$ cat config.mk
export PLATFORM = sky130hd
export DESIGN_NAME = dees_sequencer
export DESIGN_NICKNAME = d
export VERILOG_FILES = /design/src/hw/dees_pkg.sv /design/src/hw/dees_cell_timer.sv /design/src/hw/dees_sequencer.sv
export VERILOG_INCLUDE_DIRS = /design/src /design/src/hw
export SDC_FILE = /design/constraint.sdc
export NUM_CORES = 1
export LEC_CHECK = 0
export BUFFER_PORTS_ARGS = -buffer_cell sky130_fd_sc_hd__buf_4
export CAP_MARGIN = 25
export CORE_MARGIN = 1
export CORE_UTILIZATION = 56
export CTS_CLUSTER_DIAMETER = 30
export DETAILED_ROUTE_END_ITERATION = 8
export GPL_TIMING_DRIVEN = 1
export PLACE_DENSITY = 0.82
export SLEW_MARGIN = 10
export SYNTH_ARGS = -nofsm -noshare
export SYNTH_HDL_FRONTEND = slang
export SYNTH_HIERARCHICAL = 1
export SYNTH_SLANG_ARGS = --single-unit
$ cat constraint.sdc
create_clock -name clk_i -period 5.9 [get_ports clk_i]
set_input_delay 0.59 -clock clk_i [delete_from_list [all_inputs] [get_ports clk_i]]
set_output_delay 0.59 -clock clk_i [all_outputs]
set_load 0.01 [all_outputs]
$ cat src/hw/dees_defs.svh
// Register indices, field positions, reset values and timing counts
// for the data EEPROM erase and program sequencer.
// Assumes a 100 MHz core clock; included by bare name.
`ifndef DEES_DEFS_SVH
`define DEES_DEFS_SVH

// Register indices; the byte address is four times the index
`define DEES_IDX_CTRL 12'h760
`define DEES_IDX_PTR_LOW 12'h762
`define DEES_IDX_PTR_UP 12'h764
`define DEES_IDX_KEY 12'h766
`define DEES_IDX_STAT 12'h768

// Control word fields
`define DEES_BIT_WR 15
`define DEES_BIT_PROGRAM_ENABLE_GATE 14
`define DEES_BIT_INTERRUPTED_CYCLE_ERROR 13
`define DEES_BIT_ERASE 6
`define DEES_OP_MSB 5
`define DEES_OP_WORD 6'h04
`define DEES_OP_BLOCK 6'h05

// Status word fields
`define DEES_BIT_DONE 0
`define DEES_BIT_BUSY 1

// Unlock keys
`define DEES_KEY_FIRST 8'h55
`define DEES_KEY_SECOND 8'hAA

// Reset values
`define DEES_CTRL_RST 16'h0000
`define DEES_PTR_RST 16'h0000
`define DEES_DATA_RST 16'h0000

// Cycle timing
`define DEES_CYCLE_TIME_MS 2
`define DEES_CLK_MHZ 100
`define DEES_CYCLE_TICKS (`DEES_CYCLE_TIME_MS * 1000 * `DEES_CLK_MHZ)
`define DEES_TICK_W 24

`endif

$ cat src/hw/dees_pkg.sv
// Types shared by the data EEPROM sequencer modules.
// Assumes nothing of its surroundings.
package dees_pkg;

  typedef enum logic [1:0] {
    DEES_KEY_IDLE,
    DEES_KEY_HALF,
    DEES_KEY_ARMED
  } dees_key_t;

  typedef enum logic [1:0] {
    DEES_KIND_NONE,
    DEES_KIND_WORD_ERASE,
    DEES_KIND_BLOCK_ERASE,
    DEES_KIND_WORD_PROG
  } dees_kind_t;

endpackage : dees_pkg

$ cat src/hw/dees_cell_timer.sv
// Cycle timer: counts one erase or program cycle and pulses done.
// Assumes start and abort are one-cycle pulses on the same clock.
`timescale 1ns/1ps
`default_nettype none
`include "dees_defs.svh"

module dees_cell_timer #(
  parameter int unsigned CYCLE_TICKS = `DEES_CYCLE_TICKS
) (
  // Clock and reset
  input wire logic clk_i,
  input wire logic rst_i,
  // Control
  input wire logic start_i,
  input wire logic abort_i,
  // Result
  output logic done_o
);

  logic [`DEES_TICK_W-1:0] cnt;
  logic [`DEES_TICK_W-1:0] next_cnt;
  logic next_done;

  always_comb begin
    next_cnt = cnt;
    next_done = 1'b0;
    if (abort_i) begin
      next_cnt = '0;
    end else if (start_i) begin
      next_cnt = `DEES_TICK_W'(CYCLE_TICKS);
    end else if (cnt != '0) begin
      next_cnt = cnt - `DEES_TICK_W'(1);
      next_done = (cnt == `DEES_TICK_W'(1));
    end
  end

  always_ff @(posedge clk_i) begin
    if (rst_i) begin
      cnt <= '0;
      done_o <= 1'b0;
    end else begin
      cnt <= next_cnt;
      done_o <= next_done;
    end
  end

endmodule : dees_cell_timer
`default_nettype wire

$ cat src/hw/dees_sequencer.sv
// Data EEPROM erase and program sequencer with a Wishbone slave.
// Assumes a classic Wishbone master, table-write strobes and reset
// events from logic on the same clock, and an EEPROM array that
// follows the cell_* levels.
//
// The Wishbone register port and the register offsets are this design's own decisions.
`timescale 1ns/1ps
`default_nettype none
`include "dees_defs.svh"

module dees_sequencer
  import dees_pkg::*;
#(
  parameter int unsigned CYCLE_TICKS = `DEES_CYCLE_TICKS
) (
  // Clock and reset
  input wire logic clk_i,
  input wire logic rst_i,
  // Wishbone slave
  input wire logic wb_cyc_i,
  input wire logic wb_stb_i,
  input wire logic wb_we_i,
  input wire logic [15:0] wb_adr_i,
  input wire logic [3:0] wb_sel_i,
  input wire logic [31:0] wb_dat_i,
  output logic [31:0] wb_dat_o,
  output logic wb_ack_o,
  // Table write port
  input wire logic table_store_low_i,
  input wire logic [15:0] table_addr_i,
  input wire logic [15:0] table_data_i,
  // Reset events that interrupt a cycle
  input wire logic ext_reset_evt_i,
  input wire logic wdt_reset_evt_i,
  // EEPROM array control
  output logic cell_word_erase_o,
  output logic cell_block_erase_o,
  output logic cell_prog_o,
  output logic [23:0] cell_addr_o,
  output logic [15:0] cell_data_o,
  output logic cell_busy_o,
  // Status
  output logic completion_flag_o
);

  function automatic logic reg_hit(input logic [15:0] adr,
                                   input logic [11:0] idx);
    reg_hit = (adr[15:14] == 2'h0) && (adr[1:0] == 2'h0) &&
              (adr[13:2] == idx);
  endfunction : reg_hit

  function automatic logic [15:0] byte_merge(input logic [15:0] old_v,
                                             input logic [15:0] new_v,
                                             input logic [1:0] sel);
    byte_merge[7:0] = sel[0] ? new_v[7:0] : old_v[7:0];
    byte_merge[15:8] = sel[1] ? new_v[15:8] : old_v[15:8];
  endfunction : byte_merge

  function automatic dees_kind_t decode_kind(input logic erase,
                                             input logic [5:0] op);
    decode_kind = DEES_KIND_NONE;
    if (erase && op == `DEES_OP_WORD) begin
      decode_kind = DEES_KIND_WORD_ERASE;
    end else if (erase && op == `DEES_OP_BLOCK) begin
      decode_kind = DEES_KIND_BLOCK_ERASE;
    end else if (!erase && op == `DEES_OP_WORD) begin
      decode_kind = DEES_KIND_WORD_PROG;
    end
  endfunction : decode_kind

  // Register state
  logic wr;
  logic program_enable_gate;
  logic interrupted_cycle_error;
  logic erase;
  logic [5:0] op;
  logic [15:0] ptr_low;
  logic [7:0] ptr_up;
  logic [15:0] latch_data;
  logic done_flag;
  dees_key_t key_state;
  dees_kind_t run_kind;
  logic ack;
  logic [31:0] rd_data;
  logic [23:0] run_addr;

  logic next_wr;
  logic next_program_enable_gate;
  logic next_interrupted_cycle_error;
  logic next_erase;
  logic [5:0] next_op;
  logic [15:0] next_ptr_low;
  logic [7:0] next_ptr_up;
  logic [15:0] next_latch_data;
  logic next_done_flag;
  dees_key_t next_key_state;
  dees_kind_t next_run_kind;
  logic next_ack;
  logic [31:0] next_rd_data;
  logic [23:0] next_run_addr;

  // Decode and events
  logic wb_hit;
  logic wr_acc;
  logic hit_ctrl;
  logic hit_low;
  logic hit_up;
  logic hit_key;
  logic hit_stat;
  logic [15:0] ctrl_rd;
  logic [15:0] ctrl_new;
  logic [15:0] low_new;
  logic [15:0] up_new;
  logic start;
  logic abort;
  logic timer_done;
  dees_kind_t new_kind;

  assign ctrl_rd = {wr, program_enable_gate, interrupted_cycle_error, 6'h00, erase, op};
  assign wb_hit = wb_cyc_i && wb_stb_i && !ack;
  assign wr_acc = wb_hit && wb_we_i;
  assign hit_ctrl = reg_hit(wb_adr_i, `DEES_IDX_CTRL);
  assign hit_low = reg_hit(wb_adr_i, `DEES_IDX_PTR_LOW);
  assign hit_up = reg_hit(wb_adr_i, `DEES_IDX_PTR_UP);
  assign hit_key = reg_hit(wb_adr_i, `DEES_IDX_KEY);
  assign hit_stat = reg_hit(wb_adr_i, `DEES_IDX_STAT);
  assign ctrl_new = byte_merge(ctrl_rd, wb_dat_i[15:0], wb_sel_i[1:0]);
  assign low_new = byte_merge(ptr_low, wb_dat_i[15:0], wb_sel_i[1:0]);
  // The operation is the one held by the control word after this write
  assign new_kind = decode_kind(ctrl_new[`DEES_BIT_ERASE],
                                ctrl_new[`DEES_OP_MSB:0]);
  assign up_new = byte_merge({8'h00, ptr_up}, wb_dat_i[15:0],
                             wb_sel_i[1:0]);

  // Start needs keys, an enable gate set by an earlier write, a legal
  // operation and an idle sequencer
  assign start = wr_acc && hit_ctrl && ctrl_new[`DEES_BIT_WR] &&
                 !wr && program_enable_gate &&
                 key_state == DEES_KEY_ARMED &&
                 new_kind != DEES_KIND_NONE;
  assign abort = wr && (ext_reset_evt_i || wdt_reset_evt_i);

  dees_cell_timer #(
    .CYCLE_TICKS(CYCLE_TICKS)
  ) u_timer (
    .clk_i(clk_i),
    .rst_i(rst_i),
    .start_i(start),
    .abort_i(abort),
    .done_o(timer_done)
  );

  // Next-state logic
  always_comb begin
    next_wr = wr;
    next_program_enable_gate = program_enable_gate;
    next_interrupted_cycle_error = interrupted_cycle_error;
    next_erase = erase;
    next_op = op;
    next_ptr_low = ptr_low;
    next_ptr_up = ptr_up;
    next_latch_data = latch_data;
    next_done_flag = done_flag;
    next_key_state = key_state;
    next_run_kind = run_kind;
    next_run_addr = run_addr;
    next_ack = wb_hit;
    next_rd_data = 32'h0000_0000;

    // Register reads; unmapped addresses answer zero
    if (wb_hit && !wb_we_i) begin
      if (hit_ctrl) begin
        next_rd_data = {16'h0000, ctrl_rd};
      end else if (hit_low) begin
        next_rd_data = {16'h0000, ptr_low};
      end else if (hit_up) begin
        next_rd_data = {24'h00_0000, ptr_up};
      end else if (hit_stat) begin
        next_rd_data = {30'h0, wr, done_flag};
      end
    end

    // Control writes: gate and fields from software, start only set
    if (wr_acc && hit_ctrl) begin
      next_program_enable_gate = ctrl_new[`DEES_BIT_PROGRAM_ENABLE_GATE];
      next_interrupted_cycle_error = ctrl_new[`DEES_BIT_INTERRUPTED_CYCLE_ERROR];
      next_erase = ctrl_new[`DEES_BIT_ERASE];
      next_op = ctrl_new[`DEES_OP_MSB:0];
      next_key_state = DEES_KEY_IDLE;
    end

    // Unlock sequence; any other key value disarms
    if (wr_acc && hit_key && wb_sel_i[0]) begin
      if (wb_dat_i[7:0] == `DEES_KEY_FIRST) begin
        next_key_state = DEES_KEY_HALF;
      end else if (wb_dat_i[7:0] == `DEES_KEY_SECOND &&
                   key_state == DEES_KEY_HALF) begin
        next_key_state = DEES_KEY_ARMED;
      end else begin
        next_key_state = DEES_KEY_IDLE;
      end
    end

    // Address pointers
    if (wr_acc && hit_low) begin
      next_ptr_low = low_new;
    end
    if (wr_acc && hit_up) begin
      next_ptr_up = up_new[7:0];
    end

    // Table write loads the latch and captures its address
    if (table_store_low_i) begin
      next_latch_data = table_data_i;
      next_ptr_low = table_addr_i;
    end

    // Software clears the completion flag by writing zero
    if (wr_acc && hit_stat && wb_sel_i[0] &&
        !wb_dat_i[`DEES_BIT_DONE]) begin
      next_done_flag = 1'b0;
    end

    // Cycle start latches the operation and target address
    if (start) begin
      next_wr = 1'b1;
      next_run_kind = new_kind;
      next_run_addr = {ptr_up, ptr_low};
    end

    // Completion: start bit clears, flag sets, gate untouched
    if (timer_done && wr) begin
      next_wr = 1'b0;
      next_done_flag = 1'b1;
      next_run_kind = DEES_KIND_NONE;
    end

    // Interrupted cycle: error set, pointers left as they are
    if (abort) begin
      next_wr = 1'b0;
      next_interrupted_cycle_error = 1'b1;
      next_run_kind = DEES_KIND_NONE;
    end
  end

  always_ff @(posedge clk_i) begin
    if (rst_i) begin
      wr <= 1'(`DEES_CTRL_RST >> `DEES_BIT_WR);
      program_enable_gate <= 1'b0;
      interrupted_cycle_error <= 1'b0;
      erase <= 1'b0;
      op <= 6'h00;
      ptr_low <= `DEES_PTR_RST;
      ptr_up <= 8'h00;
      latch_data <= `DEES_DATA_RST;
      done_flag <= 1'b0;
      key_state <= DEES_KEY_IDLE;
      run_kind <= DEES_KIND_NONE;
      run_addr <= 24'h00_0000;
      ack <= 1'b0;
      rd_data <= 32'h0000_0000;
    end else begin
      wr <= next_wr;
      program_enable_gate <= next_program_enable_gate;
      interrupted_cycle_error <= next_interrupted_cycle_error;
      erase <= next_erase;
      op <= next_op;
      ptr_low <= next_ptr_low;
      ptr_up <= next_ptr_up;
      latch_data <= next_latch_data;
      done_flag <= next_done_flag;
      key_state <= next_key_state;
      run_kind <= next_run_kind;
      run_addr <= next_run_addr;
      ack <= next_ack;
      rd_data <= next_rd_data;
    end
  end

  // Array control levels, registered from the next values
  always_ff @(posedge clk_i) begin
    if (rst_i) begin
      cell_word_erase_o <= 1'b0;
      cell_block_erase_o <= 1'b0;
      cell_prog_o <= 1'b0;
      cell_addr_o <= 24'h00_0000;
      cell_busy_o <= 1'b0;
    end else begin
      cell_word_erase_o <= next_run_kind == DEES_KIND_WORD_ERASE;
      cell_block_erase_o <= next_run_kind == DEES_KIND_BLOCK_ERASE;
      cell_prog_o <= next_run_kind == DEES_KIND_WORD_PROG;
      cell_addr_o <= next_run_addr;
      cell_busy_o <= next_wr;
    end
  end

  assign wb_dat_o = rd_data;
  assign wb_ack_o = ack;
  assign cell_data_o = latch_data;
  assign completion_flag_o = done_flag;

endmodule : dees_sequencer
`default_nettype wire

# --- Yosys cells after proc, flatten, opt, wreduce, memory -nomap -nowiden ---
# Cells that the tools add are included.
word_totals:
  ff_bits: 140
  in_bits: 92
  word_cells: 126
op_classes:
  n_addsub: 1
  n_eq_ne: 15
  mux: 26
  bitwise_logic: 2
  n_reduce_logical: 59
ops:
  columns: ["operator", "count"]
  rows:
  - ["two-way mux 16 bit", 4]
  - ["equality test 12 x 11 -> 1 bit, second input constant", 5]
  - ["two-way mux 18 bit", 2]
  - ["two-way mux 8 bit", 4]
  - ["logical AND 1 bit", 29]
  - ["equality test 24 x 1 -> 1 bit, second input constant", 1]
  - ["nonzero test 24 bit", 1]
  - ["subtractor 24 x 1 -> 24 bit, second input constant", 1]
  - ["two-way mux 2 bit", 11]
  - ["nonzero test 2 bit", 9]
  - ["equality test 6 x 3 -> 1 bit, second input constant", 2]
  - ["AND reduction 2 bit", 5]
  - ["OR reduction 3 bit", 3]
  - ["equality test 8 x 7 -> 1 bit, second input constant", 1]
  - ["equality test 8 bit, second input constant", 1]
  - ["two-way mux 7 bit", 1]
  - ["equality test 2 bit, second input constant", 3]
  - ["zero test 1 bit", 5]
  - ["OR reduction 5 bit", 1]
  - ["equality test 2 x 1 -> 1 bit, second input constant", 2]
  - ["zero test 2 bit", 2]
  - ["two-way mux 1 bit", 4]
  - ["OR reduction 2 bit", 2]
  - ["OR reduction 4 bit", 1]
  - ["2 further kinds", 3]

# --- Logic depth before layout (Yosys ltp) ---
depth:
  word_depth: 13
  mapped_depth: 10
  depth_no_buf: 6

# --- Modules after synthesis ---
# Netlist, hierarchy kept.
modules_own_cells:
  columns: ["mod", "n_inst", "cells_each", "area_per_inst_um2", "seq_area_each_um2"]
  rows:
  - ["dees_sequencer", 1, 491, 4520.6, 1981.9]
  - ["dees_cell_timer", 1, 143, 1270.0, 500.5]

# --- Least setup slack after synthesis ---
# OpenSTA, ideal clock, no wires.
synth_timing:
  path_kind: "input to register"
  start: "in wb_adr_i[3]"
  end: "reg u_timer.cnt[2]"
  arrival_ps: 3036
  required_ps: 5772
  setup_slack_ps: 2736
  cell_stages: 10
  cell_sequence: "buf_2 > or4_4 > or4_1 > buf_2 > nor4_1 > clkbuf_1 > or3_1 > clkbuf_1 > clkbuf_1 > nor2_1"
synth_via:
  elab_chain_cells: 9
synth_rtl:
  columns: ["element", "line", "source"]
  rows:
  - ["start: declaration", "dees_sequencer.sv:23", "input wire logic [15:0] wb_adr_i,"]
  - ["equality test 12 x 11 -> 1 bit", "dees_sequencer.sv:49", "(adr[13:2] == idx);"]
  - ["logical AND 1 bit", "dees_sequencer.sv:48", "reg_hit = (adr[15:14] == 2'h0) && (adr[1:0] == 2'h0) &&"]
  - ["logical AND 1 bit (6 in a row)", "dees_sequencer.sv:137", "assign start = wr_acc && hit_ctrl && ctrl_new[`DEES_BIT_WR] &&"]
  - ["net start", "dees_sequencer.sv:114", "logic start;"]
  - ["OR reduction 3 bit (no line)", null, null]
  - ["end signal: assignment", "dees_cell_timer.sv:42", "cnt <= next_cnt;"]
  - ["end: declaration", "dees_cell_timer.sv:20", "logic [`DEES_TICK_W-1:0] cnt;"]
# The timed path passes the listed nets, and every way through them passes these cells.
# A chain may end at the register's enable or synchronous reset.

# --- Final worst setup path ---
layout_timing:
  start: "in wb_adr_i[6]"
  end: "reg cell_addr_o[2]"
layout_via:
  elab_chain_cells: 8
layout_rtl:
  columns: ["element", "line", "source"]
  rows:
  - ["equality test 12 x 11 -> 1 bit", "dees_sequencer.sv:49", null]
  - ["logical AND 1 bit", "dees_sequencer.sv:48", null]
  - ["logical AND 1 bit (6 in a row)", "dees_sequencer.sv:137", null]
  - ["end signal: assignment", "dees_sequencer.sv:292", "cell_addr_o <= next_run_addr;"]
  - ["end: declaration", "dees_sequencer.sv:39", "output logic [23:0] cell_addr_o,"]
# No other way between the ends.

==> reports/qor_table.md <==
| Group | Item | This run |
| --- | --- | --- |
| die | Count of boundary I/O pins | 170 |
| layout | Number of nets in the layout | 847 |
| synth | Count of cell types in the netlist | 62 |
| synth | Share of synthesized registers carrying an async set or reset | 0% |
| sta | Number of hold-slack violations in the final timing report | 0 |
| layout | N_diodes | 0 |
| drt | Wirelength per Cell | 17.1 um |
| placed design | Placer Congestion | 0.841 |
| global route | Pin count of the biggest net entering global routing | 69 |
| sta | Finish-stage setup viols | 0 |
| die | Overall die width | 104 um |
| synth | Top flip-flop cell by instance count after synthesis | sky130_fd_sc_hd__dfxtp_1 |
| clocking | Clock Latency Late Sink | 0.52 ns |
| worst setup path | Sort of element at the end of the critical path | register |
| drt | Drt first-iter violations | 404 |
| die | Die Span Y | 104 um |
| die | Placement Rows | 36 |
| worst setup path | Data arrival, critical path | 3.61 ns |
| die | Placeable core region | 9910 um2 |
| synth | Most numerous cell in the Yosys netlist | sky130_fd_sc_hd__dfxtp_1 |
| outcome | Result of the run | complete, no violations |
| clocking | Number of clock sinks | 124 |
| synth | Cells after Synth | 634 |
| power and ir drop | Total power per unit cell area | 382 nW/um2 |
| global route | Initial antenna violation count | 0 |
| global route | Global-route total usage across every layer | 28.8% |
| sta | Shortest clock period the worst path allows after layout | 3.18 ns |
| placed design | Buffers on Ports | 135 |
| synth | Most area-hungry cell type in the Yosys netlist | sky130_fd_sc_hd__dfxtp_1 |
| power and ir drop | Total power | 0.00284 W |
| global route | First-pass GRT wire length | 25000 um |
| synth | Top post-synthesis cells by count | 124 x sky130_fd_sc_hd__dfxtp_1, 53 x sky130_fd_sc_hd__nand2b_1, 50 x sky130_fd_sc_hd__mux2i_1, 43 x sky130_fd_sc_hd__nor2_1, 33 x sky130_fd_sc_hd__nand3_1 |
| drt | Residual antenna-violating net count after detailed routing | 0 |
| worst setup path | Reg-to-Reg Start | op[2]$_SDFFE_PP0N_ |
| clocking | Maximum buffer depth of the clock tree | 2 |
| sta | Worst-case clock skew | 0.00801 ns |
| worst setup path | Delay of the slowest cell on the worst path | 0.80 ns |
| die | Floorplan die area | 10800 um2 |
| worst setup path | Count of buffering cells on the critical path with inverters included | 2 |
| clocking | Post-CTS setup repair buffer count | 0 |
| worst setup path | Worst setup SP type | input pin |
| worst setup path | Critical Path, Cell by Cell | buf_4 > or4bb_1 > or4_1 > nor4_4 > buf_4 > mux2i_1 |
| sta | Post-route setup TNS | 0 ns |
| placed design | Half-perimeter wire length of the detailed placement result | 10600 um |
| layout | Number of inserted filler cells in the final layout | 717 |
| drt | Vias | 5362 |
| layout | Final instance area | 7440 um2 |
| synth | Synth top area cells | sky130_fd_sc_hd__dfxtp_1 43%, sky130_fd_sc_hd__mux2i_1 8.6%, sky130_fd_sc_hd__nand2b_1 5.7% |
| synth | Sequential element share of the synthesized area | 42.9% |
| worst setup path | Worst-case register-to-register setup slack | 3.10 ns |
| clocking | Number of buffers created by CTS | 17 |
| clocking | Cell chosen for the clock root | sky130_fd_sc_hd__clkbuf_8 |
| sta | Final Max Slew Viols | 0 |
| worst setup path | Highest net fanout along the worst path | 16 |
| worst setup path | CP most frequent cell | sky130_fd_sc_hd__buf_4 |
| layout | Layout cell share with drive strength beyond 1 | 24.6% |
| sta | Rel. slew slack | 38.6% |
| synth | Mapped cell area | 5790 um2 |
| synth | Synth Register Bits | 124 |
| power and ir drop | VDD IR-drop max | 0.000312 V |
| global route | Total gr overflow | 0 |
| sta | Setup repair after global routing missed its margin | false |
| synth | Mean post-synth cell area | 9.13 um2 |
| drt | Residual DRC | 0 |
| sta | Maximum operating frequency | 0.314 GHz |
| clocking | Clock transition time at the flip-flop clock pins of the worst setup and hold paths | 0.06 ns |
| drt | Number of search-and-repair iterations in the first detailed-routing pass | 5 |
| clocking | Clock tree from TritonCTS | built |
| power and ir drop | P_leak | 2.98 nW |
| flow run | Max-capacitance violation count | 0 |
| worst setup path | Critical path's slowest cell | sky130_fd_sc_hd__or4_1 |
| min path | Hold Startpoint | table_data_i[15] |
| global route | Number of global-route vias before repair | 5123 |
| worst setup path | Required time reported for the critical path endpoint | 6.33 ns |
| worst setup path | CP Launch Point | wb_adr_i[6] |
| clocking | Post-CTS Hold Fix Bufs | 0 |
| layout | Area grow syn2layout | 28.5% |
| sta | Slew at the pin closest to its max-slew limit | 0.919 ns |
| drt | Total wirelength of the detailed-routed design | 15400 um |
| clocking | Number of H-tree levels | 4 |
| synth | Proportion of netlist area held by the largest area contributor | 42.9% |
| worst setup path | Critical path class | in2reg |
| clocking | Post-cts sizing count | 0 |
| synth | Number of enable flip-flop cells after synthesis | 0 |
| worst setup path | Top Family by Delay on Critical Path | simple AND/OR/NAND/NOR gates |
| placed design | Area post-placement | 6790 um2 |
| drt | Routed via count divided by cell count | 5.97 |
| die | Starting density of the core | 58.4% |
| sta | Period Utilization, post-route | 53.9% |
| synth | Yosys warns | 6 |
| min path | Worst Hold Class | in2reg |
-- flip-flops by register name (all words and copies together), names as in the netlist --
signal and cells:
u_timer/done_o 1, cell_prog_o 1, cell_busy_o 1, completion_flag_o 1
erase 1, u_timer/cnt 24, program_enable_gate 1, op 6
cell_block_erase_o 1, wb_dat_o 16, cell_addr_o 24, cell_word_erase_o 1
ptr_up 8, interrupted_cycle_error 1, key_state 2, ptr_low 16
run_kind 2, cell_data_o 16, wb_ack_o 1
-- cells by family (layout without fill, tap and decap cells) --
family / Yosys count / count (layout) / synth area share [%]
AO/OA/AOI/OAI: 137 / 137 / 16.3
XOR/XNOR: 1 / 1 / 0.151
adder cells (fa/ha/maj): 3 / 3 / 0.648
buffers and inverters: 78 / 194 / 6.50
flip-flops: 124 / 124 / 42.9
multiplexers: 51 / 51 / 8.84
other: 1 / 16 / 0.0648
AND/OR/NAND/NOR: 239 / 239 / 24.6
-- worst min-delay path, stage by stage --
cell,delay (ns)
sky130_fd_sc_hd__buf_4,0.08
sky130_fd_sc_hd__mux2i_1,0.05
sky130_fd_sc_hd__nor2_1,0.07
-- metrics by stage --
step           hold slack (ns)  setup WS, ns  utilization [%]  cells
3_3_place_gp             0.442          2.30             68.5    866
2_1_floorplan            0.431          2.74                -    649
5_1_grt                  0.317          2.55             75.1    898
3_5_place_dp             0.457          2.23             68.5    866
6_report                 0.315          2.72             75.1    898
4_1_cts                  0.300          2.73             75.1    898
-- final timing paths --
kind                                                     end  cells after the start
worst max-delay path             cell_addr_o[2]$_SDFFE_PP0N_                      6
worst min-delay path            cell_data_o[15]$_SDFFE_PP0P_                      3
worst max register to register   u_timer/cnt[4]$_SDFFE_PP0P_                      7
worst min register to register       wb_dat_o[12]$_SDFF_PP0_                      1
-- cells in the final DEF, fill, tap and decap left out, types with 6 or more instances in the layout --
cell                        count
sky130_fd_sc_hd__a21oi_1       30
sky130_fd_sc_hd__or3_1          6
sky130_fd_sc_hd__a221oi_1       8
sky130_fd_sc_hd__o31ai_1       17
sky130_fd_sc_hd__nand2b_1      53
sky130_fd_sc_hd__o21ai_0       21
sky130_fd_sc_hd__nor2_1        43
sky130_fd_sc_hd__a41oi_1        8
sky130_fd_sc_hd__a211o_1        8
sky130_fd_sc_hd__nor3_1        13
sky130_fd_sc_hd__mux2i_1       50
sky130_fd_sc_hd__or4_1         13
sky130_fd_sc_hd__buf_4        142
sky130_fd_sc_hd__clkbuf_16     16
sky130_fd_sc_hd__inv_1         20
sky130_fd_sc_hd__dfxtp_1      124
sky130_fd_sc_hd__and2_1         9
sky130_fd_sc_hd__nand3_1       33
sky130_fd_sc_hd__o31a_1         7
sky130_fd_sc_hd__conb_1        16
sky130_fd_sc_hd__nor4_1         8
sky130_fd_sc_hd__a31oi_1        6
sky130_fd_sc_hd__nand2_1       18
sky130_fd_sc_hd__o21a_1         6
-- layer usage --
layer | global-route usage, % | vias up | wire length, um
met1 | 33.8 | 2562 | 6070
met3 | 6.67 | 41 | 1020
met5 | 0 | - | 0
met2 | 51.0 | 232 | 7900
met4 | 10.8 | 0 | 391
li1 | - | 2527 | -
-- layout make-up --
| cell class | count | area, um2 | area share, % |
|---|---|---|---|
| clock buffers | 22 | 473 | 6.35 |
| clock inverters | 10 | 184 | 2.47 |
| inverters | 20 | 75.1 | 1.01 |
| multi-input cells | 447 | 3000 | 40.3 |
| flip-flops and latches | 124 | 2480 | 33.4 |
| well taps | 133 | 166 | 2.24 |
| repair buffers | 142 | 1070 | 14.3 |
-- report_power, final --
group / internal (W) / switching, W
clock: 0.000774 / 0.000372
sequential: 0.000926 / 0.0000886
combinational: 0.000285 / 0.000395
No activity file was read; power rests on OpenSTA's default activity.
